===== config.mk =====
export PLATFORM = sky130hd
export DESIGN_NAME = cpucrf
export DESIGN_NICKNAME = d
export VERILOG_FILES = /design/src/rtl/cpucrf_pkg.sv /design/src/rtl/cpucrf.sv
export VERILOG_INCLUDE_DIRS = /design/src /design/src/rtl
export SDC_FILE = /design/constraint.sdc
export NUM_CORES = 1
export LEC_CHECK = 0
export BUFFER_PORTS_ARGS = -buffer_cell sky130_fd_sc_hd__buf_2
export CORE_AREA = 8 8 314 316
export CTS_CLUSTER_DIAMETER = 50
export DETAILED_ROUTE_END_ITERATION = 12
export DIE_AREA = 0 0 322 324
export GPL_ROUTABILITY_DRIVEN = 1
export PLACE_DENSITY = 0.62
export SLEW_MARGIN = 40
export SYNTH_ARGS = -nofsm -noshare
export SYNTH_HDL_FRONTEND = slang
export SYNTH_SLANG_ARGS = --single-unit

===== constraint.sdc =====
create_clock -name clk -period 17.45 [get_ports clk]
set_clock_uncertainty 0.2 [all_clocks]
set_input_delay 0.8725 -clock clk [delete_from_list [all_inputs] [get_ports clk]]
set_output_delay 0.8725 -clock clk [all_outputs]
set_load 0.05 [all_outputs]

===== src/rtl/cpucrf_regs.svh =====
`ifndef CPUCRF_REGS_SVH
`define CPUCRF_REGS_SVH

// Register selector codes on the access port
`define CPUCRF_SEL_PSW 4'h0
`define CPUCRF_SEL_CFB 4'h1
`define CPUCRF_SEL_CACHE_CTL 4'h2
`define CPUCRF_SEL_CACHE_ADDR 4'h3
`define CPUCRF_SEL_EXC_BASE 4'h4
`define CPUCRF_SEL_SRC_SPACE 4'h5
`define CPUCRF_SEL_DST_SPACE 4'h6
`define CPUCRF_SEL_USER_ROOT 4'h7
`define CPUCRF_SEL_SUP_ROOT 4'h8
`define CPUCRF_SEL_XLAT_CTL 4'h9
`define CPUCRF_SEL_WINDOW0 4'hA
`define CPUCRF_SEL_WINDOW1 4'hB
`define CPUCRF_SEL_XLAT_STAT 4'hC

// Defined bits of the status word (12 of 16)
`define CPUCRF_PSW_MASK 16'hF71F
`define CPUCRF_CFB_MASK 16'h001F
`define CPUCRF_SPACE_MASK 32'h0000_0007

// Reset values
`define CPUCRF_PSW_RESET 16'h2700
`define CPUCRF_RESET32 32'h0000_0000
`define CPUCRF_RESET64 64'h0000_0000_0000_0000

// Index extension word fields
`define CPUCRF_IDX_DA 15
`define CPUCRF_IDX_SIZE 11

`endif


===== src/rtl/cpucrf_pkg.sv =====
package cpucrf_pkg;

	typedef logic [3:0] cpucrf_sel_t;

	typedef enum logic [1:0] {
		CPUCRF_BYTE,
		CPUCRF_WORD,
		CPUCRF_LONG,
		CPUCRF_QUAD
	} cpucrf_size_e;

	typedef enum logic [1:0] {
		CPUCRF_ALT_MOVE,
		CPUCRF_ALT_PRELOAD,
		CPUCRF_ALT_FLUSH,
		CPUCRF_ALT_PROBE
	} cpucrf_alt_e;

endpackage


===== src/rtl/cpucrf.sv =====
`timescale 1ns/1ps
`include "cpucrf_regs.svh"

module cpucrf (
	input wire logic clk,
	input wire logic resetn,
	input wire logic acc_req,
	input wire logic acc_write,
	input wire cpucrf_pkg::cpucrf_sel_t acc_sel,
	input wire cpucrf_pkg::cpucrf_size_e acc_size,
	input wire logic acc_super,
	input wire logic [63:0] acc_wdata,
	output logic [63:0] acc_rdata,
	output logic acc_done,
	output logic acc_priv_fault,
	output logic acc_size_fault,
	output logic [15:0] status_word,
	output logic [31:0] cache_ctl,
	output logic [31:0] exc_base,
	output logic [63:0] user_root,
	output logic [63:0] sup_root,
	output logic [31:0] xlat_ctl,
	output logic [31:0] window0,
	output logic [31:0] window1,
	input wire cpucrf_pkg::cpucrf_alt_e alt_kind,
	input wire logic alt_is_write,
	output logic [2:0] alt_fc,
	input wire logic probe_done,
	input wire logic [15:0] probe_status,
	input wire logic [31:0] mem_addr,
	input wire logic [7:0] mem_bytes,
	output logic [31:0] mem_low_word_addr,
	output logic [31:0] mem_last_addr,
	input wire logic [31:0] fetch_addr,
	output logic fetch_misaligned,
	input wire logic [2:0] bit_num,
	output logic [7:0] bit_mask,
	input wire logic [31:0] bf_base,
	input wire logic [31:0] bf_offset,
	input wire logic [4:0] bf_width,
	output logic [31:0] bf_byte_addr,
	output logic [2:0] bf_first_bit,
	output logic [2:0] bf_byte_count,
	input wire logic [15:0] op_word,
	input wire logic [15:0] ext_word,
	input wire logic [31:0] idx_value,
	input wire cpucrf_pkg::cpucrf_size_e imm_size,
	output logic [2:0] ea_mode,
	output logic [2:0] ea_reg,
	output logic [2:0] ea_ext_words,
	output logic idx_is_addr,
	output logic [2:0] idx_regnum,
	output logic [31:0] idx_scaled
);

	logic rst_meta_q;
	logic rst_sync_q;
	logic rst_n;

	// Two-stage release of the asynchronous reset
	always_ff @(posedge clk or negedge resetn) begin
		if (!resetn) begin
			rst_meta_q <= 1'b0;
			rst_sync_q <= 1'b0;
		end else begin
			rst_meta_q <= 1'b1;
			rst_sync_q <= rst_meta_q;
		end
	end

	assign rst_n = rst_sync_q;

	// Transfer size each register demands
	function automatic cpucrf_pkg::cpucrf_size_e need_size(input cpucrf_pkg::cpucrf_sel_t s);
		case (s)
			`CPUCRF_SEL_PSW, `CPUCRF_SEL_CFB: need_size = cpucrf_pkg::CPUCRF_WORD;
			`CPUCRF_SEL_XLAT_STAT: need_size = cpucrf_pkg::CPUCRF_WORD;
			`CPUCRF_SEL_USER_ROOT, `CPUCRF_SEL_SUP_ROOT: need_size = cpucrf_pkg::CPUCRF_QUAD;
			default: need_size = cpucrf_pkg::CPUCRF_LONG;
		endcase
	endfunction

	// Extension words needed for an EA field
	function automatic logic [2:0] ext_count(input logic [2:0] m, input logic [2:0] r,
			input cpucrf_pkg::cpucrf_size_e sz);
		logic [2:0] n;
		n = 3'h0;
		case (m)
			3'h5, 3'h6: n = 3'h1;
			3'h7: begin
				case (r)
					3'h0, 3'h2, 3'h3: n = 3'h1;
					3'h1: n = 3'h2;
					3'h4: n = (sz == cpucrf_pkg::CPUCRF_QUAD) ? 3'h4 :
						(sz == cpucrf_pkg::CPUCRF_LONG) ? 3'h2 : 3'h1;
					default: n = 3'h0;
				endcase
			end
			default: n = 3'h0;
		endcase
		ext_count = n;
	endfunction

	logic [15:0] psw_q;
	logic [31:0] cache_ctl_q;
	logic [31:0] cache_addr_q;
	logic [31:0] exc_base_q;
	logic [2:0] src_space_q;
	logic [2:0] dst_space_q;
	logic [63:0] user_root_q;
	logic [63:0] sup_root_q;
	logic [31:0] xlat_ctl_q;
	logic [31:0] window0_q;
	logic [31:0] window1_q;
	logic [15:0] xlat_stat_q;

	logic [63:0] rdata_q;
	logic done_q;
	logic priv_q;
	logic size_q;

	logic [31:0] mem_low_q;
	logic [31:0] mem_last_q;
	logic fetch_mis_q;
	logic [7:0] bit_mask_q;
	logic [31:0] bf_addr_q;
	logic [2:0] bf_bit_q;
	logic [2:0] bf_cnt_q;
	logic [2:0] ea_mode_q;
	logic [2:0] ea_reg_q;
	logic [2:0] ea_ext_q;
	logic idx_addr_q;
	logic [2:0] idx_reg_q;
	logic [31:0] idx_scaled_q;

	wire sel_user_ok = (acc_sel == `CPUCRF_SEL_CFB);
	wire sel_known = (acc_sel <= `CPUCRF_SEL_XLAT_STAT);
	wire priv_bad = acc_req & ~acc_super & ~sel_user_ok;
	wire size_bad = acc_req & ~priv_bad & (~sel_known | (acc_size != need_size(acc_sel)));
	wire acc_ok = acc_req & ~priv_bad & ~size_bad;
	wire wr_ok = acc_ok & acc_write;

	wire wr_psw = wr_ok & (acc_sel == `CPUCRF_SEL_PSW);
	wire wr_cfb = wr_ok & (acc_sel == `CPUCRF_SEL_CFB);
	wire wr_cctl = wr_ok & (acc_sel == `CPUCRF_SEL_CACHE_CTL);
	wire wr_caddr = wr_ok & (acc_sel == `CPUCRF_SEL_CACHE_ADDR);
	wire wr_ebase = wr_ok & (acc_sel == `CPUCRF_SEL_EXC_BASE);
	wire wr_sspc = wr_ok & (acc_sel == `CPUCRF_SEL_SRC_SPACE);
	wire wr_dspc = wr_ok & (acc_sel == `CPUCRF_SEL_DST_SPACE);
	wire wr_uroot = wr_ok & (acc_sel == `CPUCRF_SEL_USER_ROOT);
	wire wr_sroot = wr_ok & (acc_sel == `CPUCRF_SEL_SUP_ROOT);
	wire wr_xctl = wr_ok & (acc_sel == `CPUCRF_SEL_XLAT_CTL);
	wire wr_win0 = wr_ok & (acc_sel == `CPUCRF_SEL_WINDOW0);
	wire wr_win1 = wr_ok & (acc_sel == `CPUCRF_SEL_WINDOW1);
	wire wr_xstat = wr_ok & (acc_sel == `CPUCRF_SEL_XLAT_STAT);

	// Reserved bits are never stored, so they always read zero
	wire [15:0] psw_d_full = acc_wdata[15:0] & `CPUCRF_PSW_MASK;
	// Condition byte write keeps the upper byte whatever the privilege
	wire [15:0] psw_d_cfb = (psw_q & ~`CPUCRF_CFB_MASK) |
		(acc_wdata[15:0] & `CPUCRF_CFB_MASK);
	wire [15:0] psw_d = wr_psw ? psw_d_full : (wr_cfb ? psw_d_cfb : psw_q);

	// A probe finishing in the same cycle as a software write wins
	wire [15:0] xstat_d = probe_done ? probe_status :
		(wr_xstat ? acc_wdata[15:0] : xlat_stat_q);

	wire [63:0] rd_mux =
		(acc_sel == `CPUCRF_SEL_PSW) ? {48'h0, psw_q} :
		(acc_sel == `CPUCRF_SEL_CFB) ? {48'h0, psw_q & `CPUCRF_CFB_MASK} :
		(acc_sel == `CPUCRF_SEL_CACHE_CTL) ? {32'h0, cache_ctl_q} :
		(acc_sel == `CPUCRF_SEL_CACHE_ADDR) ? {32'h0, cache_addr_q} :
		(acc_sel == `CPUCRF_SEL_EXC_BASE) ? {32'h0, exc_base_q} :
		(acc_sel == `CPUCRF_SEL_SRC_SPACE) ? {61'h0, src_space_q} :
		(acc_sel == `CPUCRF_SEL_DST_SPACE) ? {61'h0, dst_space_q} :
		(acc_sel == `CPUCRF_SEL_USER_ROOT) ? user_root_q :
		(acc_sel == `CPUCRF_SEL_SUP_ROOT) ? sup_root_q :
		(acc_sel == `CPUCRF_SEL_XLAT_CTL) ? {32'h0, xlat_ctl_q} :
		(acc_sel == `CPUCRF_SEL_WINDOW0) ? {32'h0, window0_q} :
		(acc_sel == `CPUCRF_SEL_WINDOW1) ? {32'h0, window1_q} :
		{48'h0, xlat_stat_q};
	wire [63:0] rdata_d = (acc_ok & ~acc_write) ? rd_mux : 64'h0;

	always_ff @(posedge clk or negedge rst_n) begin
		if (!rst_n) begin
			psw_q <= `CPUCRF_PSW_RESET;
			xlat_stat_q <= 16'h0000;
		end else begin
			psw_q <= psw_d;
			xlat_stat_q <= xstat_d;
		end
	end

	// Faulted writes leave every register untouched
	always_ff @(posedge clk or negedge rst_n) begin
		if (!rst_n) begin
			cache_ctl_q <= `CPUCRF_RESET32;
			cache_addr_q <= `CPUCRF_RESET32;
			exc_base_q <= `CPUCRF_RESET32;
		end else begin
			if (wr_cctl) cache_ctl_q <= acc_wdata[31:0];
			if (wr_caddr) cache_addr_q <= acc_wdata[31:0];
			if (wr_ebase) exc_base_q <= acc_wdata[31:0];
		end
	end

	always_ff @(posedge clk or negedge rst_n) begin
		if (!rst_n) begin
			src_space_q <= 3'h0;
			dst_space_q <= 3'h0;
		end else begin
			if (wr_sspc) src_space_q <= acc_wdata[2:0];
			if (wr_dspc) dst_space_q <= acc_wdata[2:0];
		end
	end

	always_ff @(posedge clk or negedge rst_n) begin
		if (!rst_n) begin
			user_root_q <= `CPUCRF_RESET64;
			sup_root_q <= `CPUCRF_RESET64;
			xlat_ctl_q <= `CPUCRF_RESET32;
			window0_q <= `CPUCRF_RESET32;
			window1_q <= `CPUCRF_RESET32;
		end else begin
			if (wr_uroot) user_root_q <= acc_wdata;
			if (wr_sroot) sup_root_q <= acc_wdata;
			if (wr_xctl) xlat_ctl_q <= acc_wdata[31:0];
			if (wr_win0) window0_q <= acc_wdata[31:0];
			if (wr_win1) window1_q <= acc_wdata[31:0];
		end
	end

	always_ff @(posedge clk or negedge rst_n) begin
		if (!rst_n) begin
			rdata_q <= 64'h0;
			done_q <= 1'b0;
			priv_q <= 1'b0;
			size_q <= 1'b0;
		end else begin
			rdata_q <= rdata_d;
			done_q <= acc_req;
			priv_q <= priv_bad;
			size_q <= size_bad;
		end
	end

	assign acc_rdata = rdata_q;
	assign acc_done = done_q;
	assign acc_priv_fault = priv_q;
	assign acc_size_fault = size_q;
	assign status_word = psw_q;
	assign cache_ctl = cache_ctl_q;
	assign exc_base = exc_base_q;
	assign user_root = user_root_q;
	assign sup_root = sup_root_q;
	assign xlat_ctl = xlat_ctl_q;
	assign window0 = window0_q;
	assign window1 = window1_q;

	// Probe always reads its space from the source code register
	wire use_dst = alt_is_write & (alt_kind != cpucrf_pkg::CPUCRF_ALT_PROBE);
	assign alt_fc = use_dst ? dst_space_q : src_space_q;

	// Operand byte addresses, most significant byte first
	wire [7:0] mem_len = (mem_bytes == 8'h00) ? 8'h01 : mem_bytes;
	wire [31:0] mem_low_d = mem_addr + 32'h0000_0002;
	wire [31:0] mem_last_d = mem_addr + {24'h0, mem_len} - 32'h0000_0001;
	wire fetch_mis_d = fetch_addr[0];

	// Bit number counts up from the LSB, so 7 selects the MSB
	wire [7:0] bit_mask_d = 8'h01 << bit_num;

	// Signed offset: bytes by arithmetic shift, bit from the MSB
	wire [31:0] bf_off_bytes = $signed(bf_offset) >>> 3;
	wire [31:0] bf_addr_d = bf_base + bf_off_bytes;
	wire [2:0] bf_bit_d = bf_offset[2:0];
	// Width code zero stands for 32 bits
	wire [5:0] bf_w = (bf_width == 5'h00) ? 6'h20 : {1'b0, bf_width};
	wire [6:0] bf_span = {4'h0, bf_bit_d} + {1'b0, bf_w} + 7'h07;
	wire [2:0] bf_cnt_d = bf_span[5:3];

	wire [2:0] mode_d = op_word[5:3];
	wire [2:0] reg_d = op_word[2:0];
	wire [2:0] ext_d = ext_count(mode_d, reg_d, imm_size);

	// Word index is sign-extended before scaling
	wire [31:0] idx_raw = ext_word[`CPUCRF_IDX_SIZE] ? idx_value :
		{{16{idx_value[15]}}, idx_value[15:0]};
	wire [31:0] idx_scaled_d = idx_raw << ext_word[10:9];
	wire idx_addr_d = ext_word[`CPUCRF_IDX_DA];
	wire [2:0] idx_reg_d = ext_word[14:12];

	always_ff @(posedge clk or negedge rst_n) begin
		if (!rst_n) begin
			mem_low_q <= 32'h0;
			mem_last_q <= 32'h0;
			fetch_mis_q <= 1'b0;
			bit_mask_q <= 8'h01;
		end else begin
			mem_low_q <= mem_low_d;
			mem_last_q <= mem_last_d;
			fetch_mis_q <= fetch_mis_d;
			bit_mask_q <= bit_mask_d;
		end
	end

	always_ff @(posedge clk or negedge rst_n) begin
		if (!rst_n) begin
			bf_addr_q <= 32'h0;
			bf_bit_q <= 3'h0;
			bf_cnt_q <= 3'h1;
		end else begin
			bf_addr_q <= bf_addr_d;
			bf_bit_q <= bf_bit_d;
			bf_cnt_q <= bf_cnt_d;
		end
	end

	always_ff @(posedge clk or negedge rst_n) begin
		if (!rst_n) begin
			ea_mode_q <= 3'h0;
			ea_reg_q <= 3'h0;
			ea_ext_q <= 3'h0;
		end else begin
			ea_mode_q <= mode_d;
			ea_reg_q <= reg_d;
			ea_ext_q <= ext_d;
		end
	end

	always_ff @(posedge clk or negedge rst_n) begin
		if (!rst_n) begin
			idx_addr_q <= 1'b0;
			idx_reg_q <= 3'h0;
			idx_scaled_q <= 32'h0;
		end else begin
			idx_addr_q <= idx_addr_d;
			idx_reg_q <= idx_reg_d;
			idx_scaled_q <= idx_scaled_d;
		end
	end

	assign mem_low_word_addr = mem_low_q;
	assign mem_last_addr = mem_last_q;
	assign fetch_misaligned = fetch_mis_q;
	assign bit_mask = bit_mask_q;
	assign bf_byte_addr = bf_addr_q;
	assign bf_first_bit = bf_bit_q;
	assign bf_byte_count = bf_cnt_q;
	assign ea_mode = ea_mode_q;
	assign ea_reg = ea_reg_q;
	assign ea_ext_words = ea_ext_q;
	assign idx_is_addr = idx_addr_q;
	assign idx_regnum = idx_reg_q;
	assign idx_scaled = idx_scaled_q;

endmodule


==> results of run 1 <==
-- per-stage QoR --
stage / cells / instance area (um^2) / util
after global placement: 4261 / 32540 / 0.3466
after floorplan: 2310 / 27240 / -
after detailed placement: 4265 / 32620 / 0.3475
final: 4416 / 35490 / 0.3780
after global routing: 4415 / 35490 / 0.3780
after CTS: 4410 / 35420 / 0.3773
-- critical path, delay by kind of cell --
family                    cells  cell delay (ns)
xor gates and xnor gates      1             0.22
muxes                         1             0.39
buffers and inverters         4             1.29
AOI/OAI and AO/OA             2             0.40
and+or+nand+nor               3             1.11
-- power by group through the flow --
stage          logic, W  clock network, W  registers (W)
4_1_cts        0.000775           0.00173        0.00148
2_1_floorplan  0.000222                 0        0.00181
6_report       0.000772           0.00170        0.00148
5_1_grt        0.000818           0.00180        0.00149
3_5_place_dp   0.000772                 0        0.00150
3_3_place_gp   0.000768                 0        0.00150
-- cells by family after synthesis --
logic type / after synthesis / share of synthesized area
DFF: 579 / 0.5324
AOI/OAI and AO/OA: 513 / 0.1212
xor gates and xnor gates: 81 / 0.02606
adders and majority gates: 98 / 0.04559
and+or+nand+nor: 386 / 0.06838
buffers and inverters: 248 / 0.03732
muxes: 400 / 0.1687
other: 2 / 0.0002758
-- routing by layer --
| layer | track usage | vias to the layer above | share of wire |
|---|---|---|---|
| li1 | - | 9875 | - |
| met3 | 0.06023 | 215 | 0.090 |
| met2 | 0.3205 | 934 | 0.48 |
| met5 | 0 | - | 0.00035 |
| met4 | 0.08521 | 6 | 0.039 |
| met1 | 0.2358 | 11246 | 0.39 |
-- worst paths after layout --
path,endpoint,slack [ns],cells past startpoint
max in group asynchronous,acc_rdata[4],14.27,5
min in group asynchronous,idx_scaled[19],0.15,0
max reg2reg,acc_rdata[4],14.27,5
max,exc_base[19],13.40,11
min,fetch_misaligned,0.14,1
min reg2reg,idx_scaled[19],0.15,0
-- layout make-up --
type / instances / area, um^2 / share of cell area
Multi-Input combinational cell: 1483 / 11820 / 0.3332
Sequential cell: 579 / 14500 / 0.4086
Timing Repair Buffer: 823 / 4343 / 0.1224
Clock inverter: 44 / 578.1 / 0.01629
Clock buffer: 100 / 2208 / 0.06223
Antenna cell: 4 / 10.01 / 0.0002820
Inverter: 118 / 442.9 / 0.01248
Tap cell: 1265 / 1583 / 0.04460
-- placed cells by master (no fill, tap or decap), drive strengths merged, types with 16 or more instances in the layout --
| master | instances |
|---|---|
| xor2 | 18 |
| o221ai | 16 |
| o21ai | 94 |
| nand2 | 91 |
| nand3 | 22 |
| ha | 96 |
| a22oi | 48 |
| a21o | 31 |
| a222oi | 23 |
| inv | 129 |
| a211o | 16 |
| mux2i | 37 |
| nor3 | 22 |
| mux2 | 351 |
| a21oi | 173 |
| o22ai | 26 |
| dfrtp | 573 |
| clkbuf | 100 |
| nor2 | 149 |
| xnor2 | 63 |
| buf | 822 |
==> qor.txt, run 1 <==
number of core rows = 113
sequential-to-total area share from yosys stat = 0.5324
largest net degree at the start of global routing = 149
CTS Sinks = 579
Synth top area share = 0.5267
wire per inst = 24.18 um
required time of the critical path = 17.75 ns
Clock power frac = 0.430
leakage power = 18.16 nW
antenna viol nets, final = 0
Final Hold Viols = 0
worst skew pair latency = 0.64 ns
Reg2Reg Launch Point = rst_n
TritonCTS Buffers = 80
status = completed
max incr delay on CP = 0.64 ns
final WL = 106,800 um
Placer Congestion = 0.8919
count of state elements after synthesis = 579
EDFF count, synth = 0
H-Tree Depth = 3
Int Power = 0.002681 W
HP Class = input pin to flip-flop
height of the die = 324 um
Synth Warn # = 0
Reg power frac = 0.375
Final min period = 4.050 ns
Fin Hold WS = 0.1391 ns
top post-synthesis cells by area = dfrtp_1, mux2_2, ha_1, a21oi_1, xnor2_1
mean post-synth cell area = 11.80 um^2
initial antenna violation count = 8
Vias = 22.28k
GRT Total Usage = 0.1951
Switching Fraction = 0.3223
commonest cells in the synthesized netlist = dfrtp_1, mux2_2, a21oi_1, nor2_1, inv_1
hold-fix buffers at CTS = 1
worst-margin pin slew = 0.8768 ns
Core ar. = 93,880 um^2
Crit-path slowest cell = nor2_4
synthesized area = 27,230 um^2
crit end category = flip-flop
Netlist cell types = 76
power per cell area = 111.5 nW/um^2
DP HPWL = 78,550 um
first-pass GRT wire length = 153,200 um
setup TNS = 0 ns
max cap viols = 0
fraction of registers with async set/reset = 1.000
Synth area leader = dfrtp_1
most frequent CP cell = buf_4
Max Freq = 0.2469 GHz
Pwr Total = 0.003956 W
vias per cell = 5.044
number of remaining DRC errors = 0
Hold Crit Start = fetch_addr[0]
IO buf count = 780
fin nets = 3,488
total gr overflow = 0
Critical Path Start Type = input pin
setup ws final = 13.40 ns
Worst EP arrival = 4.35 ns
synthesis-to-finish area growth = 30.35%
crit-path max FO = 36
Synth Flop Type = dfrtp_1
# fillers = 9,344
crit share post-route = 0.2321
Syn Inst Count = 2,307
top-count cell post-synth = dfrtp_1
Post-CTS Setup Inserts = 0
Starting Density = 0.2900
Die Wd = 322 um
post-CTS sizing = 0
Comb power frac = 0.195
layout cells sized above 1 = 0.4255
Die Area = 104,300 um^2
vias in the first global route = 22.90k
CP Class = input pin to flip-flop
drt first pass iters = 8
Final setup viols = 0
clock buffer depth = 3
Slew headroom = 0.4155
crit path from = acc_sel[1]
DR iter-0 viols = 2,015
dpl ws = 12.76 ns
max-slew violations = 0
CTS clock-pin slew for the worst setup and hold paths = 0.06 ns
Ports = 835
unrepaired setup endpoints after global routing = false
TritonCTS clock tree = done
CTS Root Cell = clkbuf_16
Cell Chain, Critical Path = buf_2, buf_4, nand2_2, xnor2_1, nor2_1, o21ai_1, a211o_1, buf_4, nor2_4, buf_4, mux2_2
P_sw = 0.001275 W
Peak VDD IR = 0.07740 mV
Note: power is estimated with default switching activity, not from simulation.
==> run 2, diff against run 1 <==
--- a/config.mk
+++ b/config.mk
@@ -7,12 +7,12 @@
 export NUM_CORES = 1
 export LEC_CHECK = 0
 export BUFFER_PORTS_ARGS = -buffer_cell sky130_fd_sc_hd__buf_2
-export CORE_AREA = 8 8 314 316
+export CORE_AREA = 8 8 323 325
 export CTS_CLUSTER_DIAMETER = 50
 export DETAILED_ROUTE_END_ITERATION = 12
-export DIE_AREA = 0 0 322 324
+export DIE_AREA = 0 0 331 333
 export GPL_ROUTABILITY_DRIVEN = 1
-export PLACE_DENSITY = 0.62
+export PLACE_DENSITY = 0.58
 export SLEW_MARGIN = 40
 export SYNTH_ARGS = -nofsm -noshare
 export SYNTH_HDL_FRONTEND = slang
==> constraint.sdc (replaced) <==
create_clock -name clk -period 3.95 [get_ports clk]
set_clock_uncertainty 0.2 [all_clocks]
set_input_delay 0.1975 -clock clk [delete_from_list [all_inputs] [get_ports clk]]
set_output_delay 0.1975 -clock clk [all_outputs]
set_load 0.05 [all_outputs]
==> run 2 against run 1 <==
Effect of this change: flip-flop and latch count unchanged; final area increased by 12%; non-clock buffer count grew 402; combinational power rose to 5.0 times the previous value; critical endpoint is now bf_byte_addr[29]; largest cell class unchanged; largest power group unchanged.
==> qor.txt, run 2 (synthesized netlist as in run 1, its figures left out) <==
DR iter-0 viols = 1,468 (was 2,015)
max-slew violations = 0 (unchanged)
dpl ws = 0.2776 ns (was 12.76 ns)
total gr overflow = 0 (unchanged)
fin area = 39,650 um^2 (was 35,490 um^2)
Placer Congestion = 0.8639 (was 0.8919)
synthesis-to-finish area growth = 45.62% (was 30.35%)
Critical Path Start Type = input pin (unchanged)
clock buffer depth = 3 (unchanged)
crit share post-route = 0.9705
max cap viols = 0 (unchanged)
Max Freq = 0.2609 GHz
# fillers = 9,633 (was 9,344)
most common cell after layout, fill and taps aside = buf_2 (unchanged)
HP Class = input pin to flip-flop (unchanged)
Highest Signal Layer = met4 (was met5)
final WL = 113,400 um (was 106,800 um)
Final min period = 3.834 ns
antenna viol nets, final = 0 (unchanged)
final design utilization = 0.3994 (was 0.3780)
Starting Density = 0.2742 (was 0.2900)
largest net degree at the start of global routing = 110 (was 149)
Worst EP arrival = 4.20 ns (was 4.35 ns)
CTS Sinks = 579 (unchanged)
met3 WL = 9015 um (was 9586 um)
Final setup viols = 0 (unchanged)
height of the die = 333 um (was 324 um)
Buf/Inv on CP = 4 (unchanged)
CP top delay family = buffers and inverters (unchanged)
first-pass GRT wire length = 164,900 um (was 153,200 um)
Ports = 835 (unchanged)
IO buf count = 780 (unchanged)
Core ar. = 99,280 um^2 (was 93,880 um^2)
Final Hold Viols = 0 (unchanged)
drt first pass iters = 6 (was 8)
vias per cell = 4.916 (was 5.044)
number of remaining DRC errors = 0 (unchanged)
vias in the first global route = 25.23k (was 22.90k)
worst-margin pin slew = 0.7503 ns (was 0.8768 ns)
routed wl met2 = 54,870 um (was 51,670 um)
Metal-1 WL = 44,360 um (was 41,360 um)
leakage power = 19.94 nW (was 18.16 nW)
Die Area = 110,200 um^2 (was 104,300 um^2)
required time of the critical path = 4.31 ns (was 17.75 ns)
setup ws final = 0.1165 ns (was 13.40 ns)
CP Class = input pin to flip-flop (unchanged)
Crit-path slowest cell = a2111oi_0 (was nor2_4)
unrepaired setup endpoints after global routing = false (unchanged)
power per cell area = 458.5 nW/um^2 (was 111.5 nW/um^2)
status = completed (unchanged)
Peak VDD IR = 0.5123 mV (was 0.07740 mV)
layout cells sized above 1 = 0.3889 (was 0.4255)
crit-path max FO = 4 (was 36)
Die Wd = 331 um (was 322 um)
Cells after DPL = 4,331 (was 4,265)
CTS clock-pin slew for the worst setup and hold paths = 0.06 ns (about the same)
crit end category = flip-flop (unchanged)
GRT Total Usage = 0.1977 (was 0.1951)
Vias = 23.92k (was 22.28k)
fin nets = 3,893 (was 3,488)
TritonCTS Buffers = 83 (was 80)
Post-CTS Setup Inserts = 0 (unchanged)
Slew headroom = 0.4869 (was 0.4155)
initial antenna violation count = 9 (was 8)
worst skew pair latency = 0.64 ns (about the same)
CTS Root Cell = clkbuf_16 (unchanged)
DP HPWL = 81,910 um (was 78,550 um)
max incr delay on CP = 0.71 ns (was 0.64 ns)
Cell Chain, Critical Path = dlygate4sd3_1, buf_2, ha_1, dlygate4sd3_1, a21o_1, a21o_1, a21o_1, a21oi_1, a2111oi_0, o21ai_0, a32oi_1, xor2_1, dlygate4sd3_1 (was buf_2, buf_4, nand2_2, xnor2_1, nor2_1, o21ai_1, a211o_1, buf_4, nor2_4, buf_4, mux2_2)
TritonCTS clock tree = done (unchanged)
number of core rows = 116 (was 113)
H-Tree Depth = 3 (unchanged)
final non-filler cell total = 4,866 (was 4,416)
placed instance area = 32,980 um^2 (was 32,620 um^2)
wire per inst = 23.30 um (was 24.18 um)
most frequent cells in the layout = buf_2, dfrtp_1, dlygate4sd3_1, mux2_2, a21oi_1 (was buf_2, dfrtp_1, mux2_2, a21oi_1, nor2_1)
## run 2: cell count changes in the layout (fill, tap and decap cells not counted), sizes merged
| cell | change |
|---|---|
| buf | +32 |
| clkinv | +7 |
| diode | +5 |
| dlygate4sd3 | +370 |
| inv | +3 |
## run 2: final cells by class
type	count	area (um^2)	area share
antenna	9	22.52	0.0005681
inverter	118	442.9	0.01117
multi-input combinational	1483	11830	0.2984
timing repair buffer	1225	8333	0.2102
tap	1298	1624	0.04096
clock inverter	54	630.6	0.01591
clock buffer	100	2262	0.05706
sequential	579	14500	0.3657
## run 2: timing repair
action	in CTS	in global routing
resized for setup	0	1
hold buffers	371	0
setup endpoints to repair	0	2
hold endpoints to repair	521	0
## run 2: path summary, 6_finish.rpt
| path | end | start | slack, ns | cells after the start |
|---|---|---|---|---|
| max in group asynchronous | sup_root[33] | rst_n | 2.28 | 2 |
| max | bf_byte_addr[29] | bf_offset[15] | 0.12 | 13 |
| max reg2reg | acc_rdata[1] | window1[1] | 1.75 | 8 |
| min | mem_last_addr[1] | mem_bytes[1] | 0.05 | 5 |
| min reg2reg | idx_scaled[5] | rst_n | 0.11 | 0 |
| min in group asynchronous | idx_scaled[5] | rst_n | 0.11 | 0 |
## run 2: stage by stage
step | setup TNS (ns) | power (W) | hold WS, ns
floorplan | -1068.67 | 0.008962 | -0.2981
global route | 0 | 0.01887 | 0.04924
CTS | 0 | 0.01834 | 0.0008192
global placement | 0 | 0.01009 | -0.2163
detailed placement | 0 | 0.01011 | -0.2101
finish | 0 | 0.01818 | 0.05423
## run 2: power by group
| group | leakage (nW) | switching, W | internal, W |
|---|---|---|---|
| Combinational | 10.9 | 0.00262 | 0.00126 |
| Sequential | 7.62 | 0.000234 | 0.00633 |
| Clock | 1.41 | 0.00299 | 0.00474 |
## run 2: per-layer routing
layer / GRT usage / vias to the layer above
li1: - / 10715
met2: 0.3320 / 993
met3: 0.05347 / 251
met1: 0.2336 / 11961
met4: 0.09297 / 0
met5: 0 / -
## run 2: worst reg2reg max path, delay by kind of cell (launching register included)
family             cells  cell delay (ns)
AOI/OAI and AO/OA      6             1.28
and+or+nand+nor        1             0.11
DFF                    1             0.38
muxes                  1             0.11
==> run 3, diff against run 2 <==
--- a/config.mk
+++ b/config.mk
@@ -12,8 +12,6 @@
 export DETAILED_ROUTE_END_ITERATION = 12
 export DIE_AREA = 0 0 331 333
 export GPL_ROUTABILITY_DRIVEN = 1
-export PLACE_DENSITY = 0.58
-export SLEW_MARGIN = 40
 export SYNTH_ARGS = -nofsm -noshare
 export SYNTH_HDL_FRONTEND = slang
 export SYNTH_SLANG_ARGS = --single-unit
==> run 3 against run 2 <==
Effect of this change: count of clock-buffer cells in the layout up 2; combinational power about the same; sequential power about the same; clock power down 5.3%; highest routed layer unchanged; final area down 0.36%; critical path type unchanged; hold slack better by 0.013 ns; critical endpoint is now bf_byte_addr[20]; largest cell class unchanged; sequential share of layout area up 0.13 points; power down 2.2%; setup slack worse by 0.044 ns; maximum frequency down 1.1%; routed wire length up 1.4%.
==> qor.txt, run 3 (synthesized netlist as in run 1, its figures left out) <==
power per cell area = 449.8 nW/um^2 (was 458.5 nW/um^2)
DP HPWL = 81,000 um (was 81,910 um)
Final min period = 3.877 ns (was 3.834 ns)
vias per cell = 4.979 (was 4.916)
layout cells sized above 1 = 0.3859 (was 0.3889)
drt first pass iters = 6 (unchanged)
Vias = 24.15k (was 23.92k)
crit end category = flip-flop (unchanged)
CTS Sinks = 579 (unchanged)
H-Tree Depth = 3 (unchanged)
Cells after DPL = 4,328 (was 4,331)
largest net degree at the start of global routing = 99 (was 110)
setup TNS = 0 ns (unchanged)
Final setup viols = 0 (unchanged)
worst skew pair latency = 0.65 ns (was 0.64 ns)
first-pass GRT wire length = 167,300 um (was 164,900 um)
Ports = 835 (unchanged)
unrepaired setup endpoints after global routing = true (was false)
worst-margin pin slew = 1.064 ns (was 0.7503 ns)
required time of the critical path = 4.27 ns (was 4.31 ns)
fin nets = 3,892 (was 3,893)
Die Area = 110,200 um^2 (unchanged)
crit share post-route = 0.9816 (was 0.9705)
Peak VDD IR = 0.3751 mV (was 0.5123 mV)
initial antenna violation count = 4 (was 9)
Max Freq = 0.2579 GHz (was 0.2609 GHz)
Starting Density = 0.2742 (unchanged)
final WL = 114,900 um (was 113,400 um)
IO buf count = 780 (unchanged)
Core ar. = 99,280 um^2 (unchanged)
TritonCTS clock tree = done (unchanged)
crit-path max FO = 3 (was 4)
most frequent CP cell = dlygate4sd3_1
CP Class = input pin to flip-flop (unchanged)
Buf/Inv on CP = 4 (unchanged)
number of remaining DRC errors = 0 (unchanged)
max cap viols = 0 (unchanged)
DR iter-0 viols = 1,811 (was 1,468)
final non-filler cell total = 4,850 (was 4,866)
Slew headroom = 0.2905 (was 0.4869)
CTS Root Cell = clkbuf_16 (unchanged)
total gr overflow = 0 (unchanged)
TritonCTS Buffers = 82 (was 83)
most frequent cells in the layout = buf_2, dfrtp_1, dlygate4sd3_1, mux2_2, a21oi_1 (unchanged)
Cell Chain, Critical Path = dlygate4sd3_1, buf_2, ha_1, dlygate4sd3_1, nor2b_1, o31a_1, o2111ai_2, nand3b_1, a31o_2, a31oi_1, o21ai_0, xor2_1, dlygate4sd3_1 (was dlygate4sd3_1, buf_2, ha_1, dlygate4sd3_1, a21o_1, a21o_1, a21o_1, a21oi_1, a2111oi_0, o21ai_0, a32oi_1, xor2_1, dlygate4sd3_1)
# fillers = 9,477 (was 9,633)
HP Class = input pin to flip-flop (unchanged)
antenna viol nets, final = 0 (unchanged)
Critical Path Start Type = input pin (unchanged)
Worst EP arrival = 4.19 ns (was 4.20 ns)
clock buffer depth = 3 (unchanged)
most common cell after layout, fill and taps aside = buf_2 (unchanged)
wire per inst = 23.69 um (was 23.30 um)
GRT Total Usage = 0.2005 (was 0.1977)
synthesis-to-finish area growth = 45.10% (was 45.62%)
leakage power = 19.85 nW (was 19.94 nW)
number of core rows = 116 (unchanged)
height of the die = 333 um (unchanged)
CP top delay family = buffers and inverters (unchanged)
Placer Congestion = 0.8890 (was 0.8639)
Final Hold Viols = 0 (unchanged)
vias in the first global route = 25.51k (was 25.23k)
status = completed (unchanged)
max-slew violations = 0 (unchanged)
CTS clock-pin slew for the worst setup and hold paths = 0.06 ns (about the same)
Crit-path slowest cell = dlygate4sd3_1 (was a2111oi_0)
Die Wd = 331 um (unchanged)
max incr delay on CP = 0.62 ns (was 0.71 ns)
==> run 3: cell count changes in the layout (fill, tap and decap cells not counted), sizes merged <==
cell,before,now
clkinv,22,15
dlygate4sd3,371,374
bufinv,9,4
inv,132,137
diode,9,2
buf,854,851
clkbuf,100,102
clkinvlp,9,5
==> run 3: worst reg2reg max path: stages, from the launching register on <==
cell	delay (ns)
dfrtp_1	0.39
mux2i_1	0.09
nor2_1	0.13
a21oi_1	0.09
o21ai_0	0.22
o221ai_1	0.17
o2bb2ai_1	0.17
a221o_1	0.31
a211oi_1	0.22
==> run 3: path summary, 6_finish.rpt <==
check | startpoint | to | slack, ns | cells after the start
max in group asynchronous | rst_n | cache_ctl[17] | 2.21 | 2
setup / recovery | bf_offset[5] | bf_byte_addr[20] | 0.07 | 13
hold reg to reg | rst_meta_q | rst_n | 0.15 | 0
setup reg to reg | window0[1] | acc_rdata[1] | 1.86 | 8
min in group asynchronous | rst_n | idx_scaled[8] | 0.22 | 0
hold / removal | mem_bytes[7] | mem_last_addr[8] | 0.07 | 6
==> run 3: through the flow <==
stage | hold slack (ns) | utilization | power, W | setup slack [ns] | area (um^2)
floorplan | -0.2981 | - | 0.008962 | -1.867 | 27240
global placement | -0.2176 | 0.3325 | 0.01007 | 0.3743 | 33010
detailed placement | -0.2148 | 0.3325 | 0.01009 | 0.3871 | 33010
CTS | 0.005214 | 0.3974 | 0.01790 | 0.01480 | 39460
global route | 0.03181 | 0.3979 | 0.01843 | -0.02396 | 39510
finish | 0.06759 | 0.3979 | 0.01777 | 0.07286 | 39510
==> run 3: per-layer routing <==
layer  wire length [um]  global-route usage
met1              44340              0.2364
met2              55690              0.3387
met3               9976             0.05987
met4               4897             0.08223
met5                  0                   0
==> run 3: area by class of cell <==
| class | count | area (um^2) | area share |
|---|---|---|---|
| diodes | 2 | 5.005 | 0.0001267 |
| clock buffers | 102 | 2207 | 0.05587 |
| clock inverters | 43 | 491.7 | 0.01245 |
| inverters | 118 | 442.9 | 0.01121 |
| multi-input cells | 1483 | 11850 | 0.3001 |
| flip-flops and latches | 579 | 14500 | 0.3670 |
| well taps | 1298 | 1624 | 0.04111 |
| repair buffers | 1225 | 8381 | 0.2121 |
==> run 3: repair_timing <==
item	CTS	global route
endpoints found under the hold margin	521	0
hold buffers	374	0
setup endpoints to repair	0	8
buffers inserted	0	1
gates resized for setup	0	8
==> run 3: report_power, final <==
part / total (W) / leakage (nW) / internal (W) / switching [W]
Clock: 0.00732 / 1.32 / 0.00432 / 0.00300
Combinational: 0.00388 / 10.9 / 0.00126 / 0.00261
Sequential: 0.00658 / 7.62 / 0.00633 / 0.000244
Total: 0.0178 / 19.8 / 0.0119 / 0.00585
